$ cat src/pkg/blpl_pkg.sv
/*
  Constants for the burst laser power loop: timing, register map, fields, states.
  Assumes a 10 MHz clock; all cycle counts but UPD_CYC derive from the printed times.
*/
package blpl_pkg;
  localparam int CLK_MHZ = 10;
  localparam int SLOW_NS = 450;
  localparam int INIT_ENA_NS = 2100;
  localparam int INIT_ENA_EXT_NS = 3720;
  localparam int INIT_PWR_NS = 12000;
  localparam int INIT_BURST_NS = 1600;
  localparam int GATE_ON_PS = 2300;
  localparam int GATE_OFF_PS = 2000;
  localparam int SLOW_CYC = (SLOW_NS * CLK_MHZ + 999) / 1000;
  localparam int INIT_ENA_CYC = (INIT_ENA_NS * CLK_MHZ + 999) / 1000;
  localparam int INIT_ENA_EXT_CYC = (INIT_ENA_EXT_NS * CLK_MHZ + 999) / 1000;
  localparam int INIT_PWR_CYC = (INIT_PWR_NS * CLK_MHZ + 999) / 1000;
  localparam int INIT_BURST_CYC = (INIT_BURST_NS * CLK_MHZ + 999) / 1000;
  // Sub-cycle limits floor to zero; one registered stage is the floor
  localparam int GATE_ON_CYC = (GATE_ON_PS * CLK_MHZ / 1000000) < 1 ? 1 : GATE_ON_PS * CLK_MHZ / 1000000;
  localparam int GATE_OFF_CYC = (GATE_OFF_PS * CLK_MHZ / 1000000) < 1 ? 1 : GATE_OFF_PS * CLK_MHZ / 1000000;
  localparam int INIT_BURSTS = 3;
  localparam int UPD_CYC = 4;
  localparam int AXI_AW = 8;
  localparam logic [7:0] ADDR_CTRL = 8'h00;
  localparam logic [7:0] ADDR_POWER_TARGET = 8'h04;
  localparam logic [7:0] ADDR_BIAS_CEILING = 8'h08;
  localparam logic [7:0] ADDR_MOD_LEVEL = 8'h0C;
  localparam logic [7:0] ADDR_STATUS = 8'h10;
  localparam logic [7:0] ADDR_MONITOR = 8'h14;
  localparam int CTRL_DIS_BIT = 0;
  localparam int CTRL_EXT_BIT = 1;
  localparam int CTRL_OPEN_BIT = 2;
  localparam int STS_FAIL_BIT = 0;
  localparam int STS_DONE_BIT = 1;
  localparam int STS_BIAS_LSB = 8;
  localparam int STS_STATE_LSB = 16;
  localparam logic [31:0] CTRL_RST = 32'h00000000;
  localparam logic [31:0] TARGET_RST = 32'h00000800;
  localparam logic [31:0] CEIL_RST = 32'h000000FF;
  localparam logic [31:0] MOD_RST = 32'h00000080;
  localparam logic [1:0] RESP_OKAY = 2'h0;
  localparam logic [1:0] RESP_SLVERR = 2'h2;
  localparam logic [1:0] KIND_PWR = 2'h0;
  localparam logic [1:0] KIND_ENA = 2'h1;
  localparam logic [1:0] KIND_BURST = 2'h2;
  typedef enum logic [4:0] {
    ST_OFF = 5'b00001,
    ST_WAIT = 5'b00010,
    ST_SLOW = 5'b00100,
    ST_SEARCH = 5'b01000,
    ST_FINE = 5'b10000
  } blpl_state_t;
endpackage

$ cat src/pkg/blpl_step_if.sv
/*
  Carrier between the loop core and its bias step calculator.
  Assumes both ends share one clock; the calculator is purely combinational.
*/
`timescale 1ns/1ns
interface blpl_step_if #(
  parameter int W = 8
);
  logic [W-1:0] bias;
  logic [W-1:0] step;
  logic [W-1:0] ceil;
  logic up;
  logic [W-1:0] nextBias;
  logic atTop;
  logic atBottom;
  modport core(output bias, output step, output ceil, output up, input nextBias, input atTop, input atBottom);
  modport calc(input bias, input step, input ceil, input up, output nextBias, output atTop, output atBottom);
endinterface

$ cat src/hw/blpl_top.sv
/*
  Digital average power loop and burst gating of a burst-mode laser transmitter,
  with an AXI4-Lite register slave.
  Assumes synchronous inputs, a digitised monitor photocurrent and a host that
  respects the burst on and off minimums.
*/
// Our own choices: register access over AXI4-Lite and the register offsets.
`timescale 1ns/1ns
module blpl_top
  import blpl_pkg::*;
#(
  parameter int BIAS_W = 8,
  parameter int MON_W = 12
) (
  input wire logic clk,
  input wire logic srst,
  input wire logic burstGatePos,
  input wire logic burstGateNeg,
  input wire logic txData,
  input wire logic [MON_W-1:0] monitorPhotoInput,
  input wire logic [AXI_AW-1:0] awaddr,
  input wire logic awvalid,
  output logic awready,
  input wire logic [31:0] wdata,
  input wire logic [3:0] wstrb,
  input wire logic wvalid,
  output logic wready,
  output logic [1:0] bresp,
  output logic bvalid,
  input wire logic bready,
  input wire logic [AXI_AW-1:0] araddr,
  input wire logic arvalid,
  output logic arready,
  output logic [31:0] rdata,
  output logic [1:0] rresp,
  output logic rvalid,
  input wire logic rready,
  output logic [BIAS_W-1:0] biasCode,
  output logic biasOn,
  output logic [BIAS_W-1:0] modCode,
  output logic modOn,
  output logic modSink,
  output logic failN
);
  if (BIAS_W < 2 || BIAS_W > 8 || MON_W < 2 || MON_W > 16) begin : g_chk
    $error("blpl_top: BIAS_W must be 2..8 and MON_W 2..16");
  end

  ////////////////////////////////////////////////////////////////////////////
  // Register slave
  logic awGot;
  logic wGot;
  logic [AXI_AW-1:0] wAddr;
  logic [31:0] wData;
  logic [3:0] wStrb;
  logic wrEn;
  logic [2:0] ctrl;
  logic [MON_W-1:0] powerTargetSet;
  logic [BIAS_W-1:0] biasCeilingSet;
  logic [BIAS_W-1:0] modLevelSet;
  logic [31:0] rdMux;
  logic rdOk;
  logic wrOk;
  blpl_state_t state;
  blpl_state_t next_state;

  function automatic logic [31:0] merge(input logic [31:0] old, input logic [31:0] data, input logic [3:0] strb);
    logic [31:0] res;
    res = old;
    for (int i = 0; i < 4; i++) begin
      if (strb[i]) begin
        res[8*i +: 8] = data[8*i +: 8];
      end
    end
    return res;
  endfunction

  assign wrEn = awGot && wGot && !bvalid;

  always_ff @(posedge clk) begin
    if (srst) begin
      awready <= 1'b1;
      awGot <= 1'b0;
      wAddr <= '0;
    end else if (awvalid && awready) begin
      awready <= 1'b0;
      awGot <= 1'b1;
      wAddr <= awaddr;
    end else if (wrEn) begin
      awGot <= 1'b0;
    end else if (bvalid && bready) begin
      awready <= 1'b1;
    end
  end

  always_ff @(posedge clk) begin
    if (srst) begin
      wready <= 1'b1;
      wGot <= 1'b0;
      wData <= '0;
      wStrb <= '0;
    end else if (wvalid && wready) begin
      wready <= 1'b0;
      wGot <= 1'b1;
      wData <= wdata;
      wStrb <= wstrb;
    end else if (wrEn) begin
      wGot <= 1'b0;
    end else if (bvalid && bready) begin
      wready <= 1'b1;
    end
  end

  // Read-only words accept a write silently; only holes answer SLVERR
  assign wrOk = (wAddr[AXI_AW-1:2] <= ADDR_MONITOR[AXI_AW-1:2]);

  always_ff @(posedge clk) begin
    if (srst) begin
      bvalid <= 1'b0;
      bresp <= RESP_OKAY;
    end else if (wrEn) begin
      bvalid <= 1'b1;
      bresp <= wrOk ? RESP_OKAY : RESP_SLVERR;
    end else if (bready) begin
      bvalid <= 1'b0;
    end
  end

  always_ff @(posedge clk) begin
    if (srst) begin
      ctrl <= CTRL_RST[2:0];
      powerTargetSet <= TARGET_RST[MON_W-1:0];
      biasCeilingSet <= CEIL_RST[BIAS_W-1:0];
      modLevelSet <= MOD_RST[BIAS_W-1:0];
    end else if (wrEn) begin
      case (wAddr[AXI_AW-1:2])
        ADDR_CTRL[AXI_AW-1:2]: ctrl <= 3'(merge({29'h0, ctrl}, wData, wStrb));
        ADDR_POWER_TARGET[AXI_AW-1:2]: powerTargetSet <= MON_W'(merge(32'(powerTargetSet), wData, wStrb));
        ADDR_BIAS_CEILING[AXI_AW-1:2]: biasCeilingSet <= BIAS_W'(merge(32'(biasCeilingSet), wData, wStrb));
        ADDR_MOD_LEVEL[AXI_AW-1:2]: modLevelSet <= BIAS_W'(merge(32'(modLevelSet), wData, wStrb));
        default: ;
      endcase
    end
  end

  always_comb begin
    rdMux = '0;
    rdOk = 1'b1;
    case (araddr[AXI_AW-1:2])
      ADDR_CTRL[AXI_AW-1:2]: rdMux[2:0] = ctrl;
      ADDR_POWER_TARGET[AXI_AW-1:2]: rdMux[MON_W-1:0] = powerTargetSet;
      ADDR_BIAS_CEILING[AXI_AW-1:2]: rdMux[BIAS_W-1:0] = biasCeilingSet;
      ADDR_MOD_LEVEL[AXI_AW-1:2]: rdMux[BIAS_W-1:0] = modLevelSet;
      ADDR_STATUS[AXI_AW-1:2]: begin
        rdMux[STS_FAIL_BIT] = failN;
        rdMux[STS_DONE_BIT] = (state == ST_FINE);
        rdMux[STS_BIAS_LSB +: BIAS_W] = biasCode;
        rdMux[STS_STATE_LSB +: 5] = state;
      end
      ADDR_MONITOR[AXI_AW-1:2]: rdMux[MON_W-1:0] = monitorPhotoInput;
      default: rdOk = 1'b0;
    endcase
  end

  always_ff @(posedge clk) begin
    if (srst) begin
      arready <= 1'b1;
      rvalid <= 1'b0;
      rdata <= '0;
      rresp <= RESP_OKAY;
    end else if (arvalid && arready) begin
      arready <= 1'b0;
      rvalid <= 1'b1;
      rdata <= rdMux;
      rresp <= rdOk ? RESP_OKAY : RESP_SLVERR;
    end else if (rvalid && rready) begin
      rvalid <= 1'b0;
      arready <= 1'b1;
    end
  end

  ////////////////////////////////////////////////////////////////////////////
  // Loop sequencing
  logic chipDis;
  logic openLoop;
  logic gateOn;
  logic gatePrev;
  logic gateFall;
  logic [1:0] startKind;
  logic [1:0] burstCnt;
  logic [7:0] initLen;
  logic [7:0] initLenQ;
  logic [7:0] initAge;
  logic slowLast;
  logic initLast;
  logic enterInit;
  logic loopRun;
  logic tick;
  logic [3:0] updCnt;
  logic [BIAS_W-1:0] step;
  logic below;
  logic above;
  logic shorted;
  blpl_step_if #(.W(BIAS_W)) sif();

  assign chipDis = ctrl[CTRL_DIS_BIT];
  assign openLoop = ctrl[CTRL_OPEN_BIT];
  assign gateOn = burstGatePos && !burstGateNeg;
  assign gateFall = gatePrev && !gateOn;
  assign enterInit = (state == ST_WAIT) && (next_state == ST_SLOW);
  assign loopRun = (state == ST_SEARCH) || (state == ST_FINE);
  // A zero setting stands for a grounded set input
  assign shorted = (biasCeilingSet == '0) || (modLevelSet == '0);
  assign below = monitorPhotoInput < powerTargetSet;
  assign above = monitorPhotoInput > powerTargetSet;

  always_comb begin
    unique case (startKind)
      KIND_PWR: initLen = 8'(INIT_PWR_CYC);
      KIND_ENA: initLen = ctrl[CTRL_EXT_BIT] ? 8'(INIT_ENA_EXT_CYC) : 8'(INIT_ENA_CYC);
      default: initLen = 8'(INIT_BURST_CYC);
    endcase
  end

  always_comb begin
    next_state = state;
    unique case (state)
      ST_OFF: if (!chipDis) next_state = ST_WAIT;
      ST_WAIT: if (gateOn) next_state = ST_SLOW;
      ST_SLOW: if (slowLast) next_state = ST_SEARCH;
      ST_SEARCH: begin
        // Whichever comes first: timeout or third burst
        if (initLast || burstCnt == 2'(INIT_BURSTS) || (gateFall && burstCnt == 2'(INIT_BURSTS - 1))) begin
          next_state = ST_FINE;
        end
      end
      ST_FINE: ;
    endcase
    if (chipDis) begin
      next_state = ST_OFF;
    end
  end

  always_ff @(posedge clk) begin
    if (srst) begin
      state <= ST_WAIT;
    end else begin
      state <= next_state;
    end
  end

  // Reset and enable release only count while the gate is seen at once
  always_ff @(posedge clk) begin
    if (srst) begin
      startKind <= KIND_PWR;
    end else if (state == ST_OFF) begin
      startKind <= KIND_ENA;
    end else if (state == ST_WAIT) begin
      startKind <= KIND_BURST;
    end
  end

  always_ff @(posedge clk) begin
    if (srst) begin
      gatePrev <= 1'b0;
      burstCnt <= '0;
      initLenQ <= '0;
    end else begin
      gatePrev <= gateOn;
      if (enterInit) begin
        burstCnt <= '0;
        initLenQ <= initLen;
      end else if (gateFall && burstCnt != 2'(INIT_BURSTS) && (state == ST_SLOW || state == ST_SEARCH)) begin
        burstCnt <= burstCnt + 2'h1;
      end
    end
  end

  blpl_timer #(.W(8)) u_slow (
    .clk(clk),
    .srst(srst),
    .load(enterInit),
    .count(8'(SLOW_CYC)),
    .lastCycle(slowLast)
  );

  blpl_timer #(.W(8)) u_init (
    .clk(clk),
    .srst(srst),
    .load(enterInit),
    .count(initLen),
    .lastCycle(initLast)
  );

  ////////////////////////////////////////////////////////////////////////////
  // Bias regulation
  // Update pacing relies on bursts of the minimum length
  always_ff @(posedge clk) begin
    if (srst || !loopRun) begin
      updCnt <= '0;
    end else if (gateOn) begin
      updCnt <= (updCnt == 4'(UPD_CYC - 1)) ? 4'h0 : updCnt + 4'h1;
    end
  end

  assign tick = gateOn && loopRun && (updCnt == 4'(UPD_CYC - 1));

  // Halving steps give the coarse search; steps of one give the trim
  always_ff @(posedge clk) begin
    if (srst || state == ST_SLOW) begin
      step <= BIAS_W'(1) << (BIAS_W - 1);
    end else if (tick && state == ST_SEARCH && step > BIAS_W'(1)) begin
      step <= step >> 1;
    end
  end

  assign sif.bias = biasCode;
  assign sif.step = (state == ST_FINE) ? BIAS_W'(1) : step;
  assign sif.ceil = biasCeilingSet;
  assign sif.up = below;

  blpl_step u_step (
    .sif(sif)
  );

  always_ff @(posedge clk) begin
    if (srst || state == ST_OFF || state == ST_WAIT || state == ST_SLOW) begin
      biasCode <= '0;
    end else if (openLoop) begin
      biasCode <= biasCeilingSet;
    end else if (tick && (below || above)) begin
      biasCode <= sif.nextBias;
    end else if (biasCode > biasCeilingSet) begin
      biasCode <= biasCeilingSet;
    end
  end

  always_ff @(posedge clk) begin
    if (srst || state != ST_FINE) begin
      failN <= 1'b0;
    end else if (openLoop) begin
      failN <= 1'b1;
    end else begin
      // Cleared again as soon as neither limit blocks the loop
      failN <= !((sif.atTop && below) || (sif.atBottom && above));
    end
  end

  ////////////////////////////////////////////////////////////////////////////
  // Output gating, one registered stage behind the gate
  always_ff @(posedge clk) begin
    if (srst) begin
      biasOn <= 1'b0;
      modOn <= 1'b0;
      modSink <= 1'b0;
      modCode <= '0;
    end else begin
      biasOn <= gateOn && loopRun && !shorted && !chipDis;
      modOn <= gateOn && loopRun && !shorted && !chipDis;
      modSink <= gateOn && txData && loopRun && !shorted && !chipDis;
      modCode <= modLevelSet;
    end
  end

  always_ff @(posedge clk) begin
    if (srst || !(state == ST_SLOW || state == ST_SEARCH)) begin
      initAge <= '0;
    end else if (initAge != 8'hFF) begin
      initAge <= initAge + 8'h1;
    end
  end

  ////////////////////////////////////////////////////////////////////////////
  // Checks
  property p_disable_off;
    @(posedge clk) disable iff (srst) chipDis |=> !biasOn && !modOn && state == ST_OFF;
  endproperty
  a_disable_off: assert property (p_disable_off) else $error("outputs on while disabled");

  property p_short_off;
    @(posedge clk) disable iff (srst) shorted |=> !biasOn && !modOn && !modSink;
  endproperty
  a_short_off: assert property (p_short_off) else $error("outputs on with grounded setting");

  property p_ceiling;
    @(posedge clk) disable iff (srst) $stable(biasCeilingSet) |-> biasCode <= biasCeilingSet;
  endproperty
  a_ceiling: assert property (p_ceiling) else $error("bias above ceiling");

  property p_freeze;
    @(posedge clk) disable iff (srst) (state == ST_FINE && !gateOn && !wrEn && !openLoop) |=> $stable(biasCode);
  endproperty
  a_freeze: assert property (p_freeze) else $error("bias moved with gate low");

  property p_slow;
    @(posedge clk) disable iff (srst || chipDis) $rose(state == ST_SLOW) |-> (state == ST_SLOW)[*5] ##1 (state == ST_SEARCH);
  endproperty
  a_slow: assert property (p_slow) else $error("slow start length wrong");

  property p_init_len;
    @(posedge clk) disable iff (srst) (state == ST_SLOW || state == ST_SEARCH) |-> initAge < initLenQ;
  endproperty
  a_init_len: assert property (p_init_len) else $error("init overran its time");

  property p_fail_init;
    @(posedge clk) disable iff (srst) (state != ST_FINE) |=> !failN;
  endproperty
  a_fail_init: assert property (p_fail_init) else $error("fail high during init");

  property p_fail_low;
    @(posedge clk) disable iff (srst) (state == ST_FINE && !openLoop && biasCode == '0 && above) |=> !failN;
  endproperty
  a_fail_low: assert property (p_fail_low) else $error("no fail at bias floor");

  property p_mod_sink;
    @(posedge clk) disable iff (srst) modSink |-> $past(gateOn) && $past(txData) && biasOn;
  endproperty
  a_mod_sink: assert property (p_mod_sink) else $error("modulation without gate and data");

  property p_gate_on;
    @(posedge clk) disable iff (srst) (state == ST_FINE && gateOn && !shorted && !chipDis) |=> biasOn && modOn;
  endproperty
  a_gate_on: assert property (p_gate_on) else $error("outputs late after gate");

  property p_search_first;
    @(posedge clk) disable iff (srst) $rose(state == ST_FINE) |-> $past(state == ST_SEARCH);
  endproperty
  a_search_first: assert property (p_search_first) else $error("fine mode without search");

  c_fine: cover property (@(posedge clk) disable iff (srst) $rose(state == ST_FINE));
  c_burst_end: cover property (@(posedge clk) disable iff (srst) state == ST_SEARCH && gateFall && burstCnt == 2'h2);
  c_fail: cover property (@(posedge clk) disable iff (srst) state == ST_FINE ##1 !failN);
  c_reenable: cover property (@(posedge clk) disable iff (srst) state == ST_OFF ##1 state == ST_WAIT);
endmodule

$ cat src/hw/blpl_timer.sv
/*
  Reloadable down counter; flags the last cycle of a loaded span.
  Assumes a load value of at least one.
*/
`timescale 1ns/1ns
module blpl_timer #(
  parameter int W = 8
) (
  input wire logic clk,
  input wire logic srst,
  input wire logic load,
  input wire logic [W-1:0] count,
  output logic lastCycle
);
  logic [W-1:0] cnt;

  always_ff @(posedge clk) begin
    if (srst) begin
      cnt <= '0;
    end else if (load) begin
      cnt <= count;
    end else if (cnt != '0) begin
      cnt <= cnt - 1'b1;
    end
  end

  assign lastCycle = (cnt == W'(1));
endmodule

$ cat src/hw/blpl_step.sv
/*
  Bias step calculator: moves the bias by one step toward target, clamped to the ceiling.
  Assumes the core gates when the result is used.
*/
`timescale 1ns/1ns
module blpl_step (
  blpl_step_if.calc sif
);
  always_comb begin
    if (sif.bias >= sif.ceil) begin
      sif.nextBias = sif.up ? sif.ceil : ((sif.ceil > sif.step) ? sif.ceil - sif.step : '0);
    end else if (sif.up) begin
      sif.nextBias = ((sif.ceil - sif.bias) > sif.step) ? sif.bias + sif.step : sif.ceil;
    end else begin
      sif.nextBias = (sif.bias > sif.step) ? sif.bias - sif.step : '0;
    end
    sif.atTop = (sif.bias >= sif.ceil);
    sif.atBottom = (sif.bias == '0);
  end
endmodule

$ cat config.mk
export PLATFORM = sky130hd
export DESIGN_NAME = blpl_top
export DESIGN_NICKNAME = d
export VERILOG_FILES = /design/src/pkg/blpl_pkg.sv /design/src/pkg/blpl_step_if.sv /design/src/hw/blpl_top.sv /design/src/hw/blpl_timer.sv /design/src/hw/blpl_step.sv
export SDC_FILE = /design/constraint.sdc
export NUM_CORES = 1
export LEC_CHECK = 0
export BUFFER_PORTS_ARGS = -buffer_cell sky130_fd_sc_hd__buf_2
export CAP_MARGIN = 20
export CORE_ASPECT_RATIO = 1.1
export CORE_MARGIN = 2
export CORE_UTILIZATION = 40
export DETAILED_ROUTE_END_ITERATION = 16
export PLACE_DENSITY_LB_ADDON = 0.05
export SKIP_CTS_REPAIR_TIMING = 1
export SYNTH_ARGS = -nofsm -noshare
export SYNTH_HDL_FRONTEND = slang
export SYNTH_HIERARCHICAL = 1
export SYNTH_SLANG_ARGS = --single-unit
$ cat constraint.sdc
create_clock -name clk -period 7.3 [get_ports clk]
set_input_delay 0.73 -clock clk [delete_from_list [all_inputs] [get_ports clk]]
set_output_delay 0.73 -clock clk [all_outputs]
set_load 0.005 [all_outputs]
==> run summary <==
CTS H-tree lvls: 4
minimum clock period: 4.00 ns
I/O pin total: 135
row cnt: 55
Clock Sinks: 138
GRT overflow: 0
HPWL Detailed: 17.2 mm
CTS Buffer Depth: 2
slowest stage delay, CP: 0.64 ns
Post-synth EDFFs: 0
final WL: 23.0 mm
Hold Slack: 0.455 ns
TritonCTS clock tree: built
floorplan core area: 20700 µm²
critical path launch point type: flop
Layout area overhead: 15.0%
Max IR drop VDD: 0.158 mV
Slew @ Worst Pin: 0.996 ns
vias in the first global route: 6838
most frequent cells in the layout: dfxtp_1, nor2_1, buf_2
Netlist cell types: 73
crit end category: flop
drt drc: 0
starting density of the core: 41.1%
sequential fraction of the synthesis area: 32.5%
Die Y: 157 µm
initial antenna violation count: 0
run status: finished, final reports clean
Static Leak: 4.28 nW
number of buffers added on ports: 95
final period utilization: 54.8%
Post-Syn Area: 8500 µm²
RSZ-0062 raised after global routing: false
crit path cell chain: inv_1 > ha_1 > nor2b_1 > o21ai_0 > nand2b_1 > a21o_1 > nand2_1 > a211oi_1 > xor2_1 > ha_1 > nand4_1 > a21oi_1 > o22ai_4 > or3_1 > a31oi_1 > mux2i_1 > a21oi_1
Cells after DPL: 1365
total power: 2.22 mW
Total Nets Final: 1245
n_diodes: 0
worst slack, placed: 3.31 ns
fill cell total of the finished layout: 2045
Util after Layout: 47.2%
share of flip-flops with an asynchronous set or reset: 0%
fmax: 250 MHz
Setup Skew: 0.0107 ns
P per Cell Area: 227 nW/µm²
Critical Path Fanout Max: 9
Final Hold Fails: 0
max_slew headroom: 33.4%
cell count after synthesis: 1024
# setup viols final: 0
setup slack, reg-to-reg: 3.30 ns
max-slew violations: 0
Worst-Skew Late Latency: 0.42 ns
PnR worst setup slack: 3.30 ns
antenna viol nets, final: 0
Top FF cell, synth: dfxtp_1
#FFs+latches synth: 138
DRT iter0 DRCs: 414
largest net degree at the start of global routing: 89
final cell count without fillers: 1397
share of cells above drive strength 1: 15.3%
Post-Route Setup TNS: 0 ns
Post-Syn Area per Cell: 8.30 µm²
Worst Path Required: 7.65 ns
via count of the routed design: 7143
Worst Path Arrival: 4.35 ns
commonest non-fill, non-tap cell in the layout: dfxtp_1
Placed Area: 9110 µm²
GPL Wtd Cong: 0.831
chip width: 143 µm
WS Path Type: reg -> reg
Routed WL per cell: 16.5 µm
GRT Total Usage: 21.0%
Ys Warns: 6
full die area: 22400 µm²
Design Area, Final: 9780 µm²
Num CTS Buffers: 17
critical path's slowest cell: dfxtp_1
first-pass GRT wire length: 36.7 mm
routed vias/inst: 5.11
Multi-input gate area: 5230 µm²
Reg area: 2760 µm²
Clk pin slew, worst setup/hold paths: 0.07 ns
total iterations of the first detailed-routing run: 6
Hold Crit Class: reg -> reg
clk root buf: clkbuf_16
Max Cap Violations: 0
==> report_power, final <==
group | total, mW | switching (mW) | internal [mW] | leakage (nW)
clock network | 0.969 | 0.356 | 0.614 | 0.317
registers | 0.865 | 0.0599 | 0.805 | 1.12
logic | 0.389 | 0.207 | 0.182 | 2.84
total | 2.22 | 0.622 | 1.60 | 4.28
==> Yosys cell counts, types with 4 or more instances <==
| cell type | number | area (µm²) |
|---|---|---|
| a222oi_1 | 5 | 50.1 |
| and2_1 | 14 | 87.6 |
| mux2i_1 | 32 | 320 |
| o31ai_1 | 10 | 75.1 |
| inv_1 | 67 | 251 |
| xor2_1 | 10 | 87.6 |
| nand4_1 | 17 | 106 |
| a21oi_1 | 93 | 465 |
| nor2_2 | 4 | 25.0 |
| buf_2 | 5 | 25.0 |
| a211oi_2 | 9 | 113 |
| nor2_1 | 115 | 432 |
| a31oi_1 | 4 | 25.0 |
| nor3_1 | 27 | 135 |
| nor4_1 | 8 | 50.1 |
| nand2_1 | 83 | 312 |
| o21bai_1 | 7 | 52.6 |
| a211oi_1 | 7 | 52.6 |
| o21a_1 | 8 | 60.1 |
| a22o_1 | 4 | 35.0 |
| o221ai_1 | 5 | 43.8 |
| xnor2_1 | 28 | 245 |
| nor2b_1 | 20 | 125 |
| or2_2 | 5 | 31.3 |
| ha_1 | 68 | 851 |
| and3_1 | 5 | 31.3 |
| nor3b_1 | 5 | 37.5 |
| a211o_1 | 12 | 105 |
| o21ai_0 | 22 | 110 |
| a21o_1 | 16 | 120 |
| buf_4 | 17 | 128 |
| clkbuf_1 | 35 | 131 |
| a22oi_1 | 18 | 135 |
| nand2b_1 | 15 | 93.8 |
| fa_1 | 4 | 80.1 |
| or3_1 | 9 | 56.3 |
| mux2_2 | 4 | 45.0 |
| dfxtp_1 | 138 | 2760 |
| nand3_1 | 12 | 60.1 |
==> final cells by class <==
class,instances,share of cell area (%)
inverters,71,2.75
clock inverters,15,2.43
well taps,285,3.65
clock buffers,17,4.35
multi-input cells,774,53.5
flip-flops and latches,138,28.3
repair buffers,97,5.04
==> final timing paths <==
path                               to  cells past startpoint                      from
max          biasCode[7]$_SDFFE_PP0P_                     17  biasCode[1]$_SDFFE_PP0P_
max reg2reg  biasCode[7]$_SDFFE_PP0P_                     17  biasCode[1]$_SDFFE_PP0P_
min            wData[11]$_SDFFE_PP0P_                      2    wData[11]$_SDFFE_PP0P_
min reg2reg    wData[11]$_SDFFE_PP0P_                      2    wData[11]$_SDFFE_PP0P_
==> flip-flops by register name (all words and copies together), names as in the netlist, 8 cells and up <==
signal	flops
modCode	8
u_slow/cnt	8
rdata	21
step	8
biasCeilingSet	8
u_init/cnt	8
wData	12
modLevelSet	8
powerTargetSet	12
biasCode	8
==> critical path: cells and delay by family, from the launching register on <==
kind / cells / cell delay [ns]
flops: 1 / 0.64
mux: 1 / 0.14
buf+inv: 1 / 0.19
compound gates: 7 / 1.23
fa+ha+maj: 2 / 0.68
xor+xnor: 1 / 0.16
simple gates: 5 / 0.87
==> cells by family after synthesis <==
| group | Yosys count | synth area share, % |
|---|---|---|
| compound gates | 243 | 19.4 |
| xor+xnor | 38 | 3.91 |
| fa+ha+maj | 72 | 10.9 |
| buf+inv | 132 | 6.95 |
| flops | 138 | 32.5 |
| mux | 37 | 4.56 |
| other cells | 2 | 0.0883 |
| simple gates | 362 | 21.6 |
==> routing by layer <==
metal | GRT usage (%) | vias up | share of wire, %
met5 | 0 | - | 0
met4 | 6.08 | 0 | 1.7
met3 | 3.38 | 31 | 3.8
met2 | 33.4 | 126 | 46
met1 | 29.4 | 3278 | 49
li1 | - | 3708 | -
Note: power is estimated with default switching activity, not from simulation.
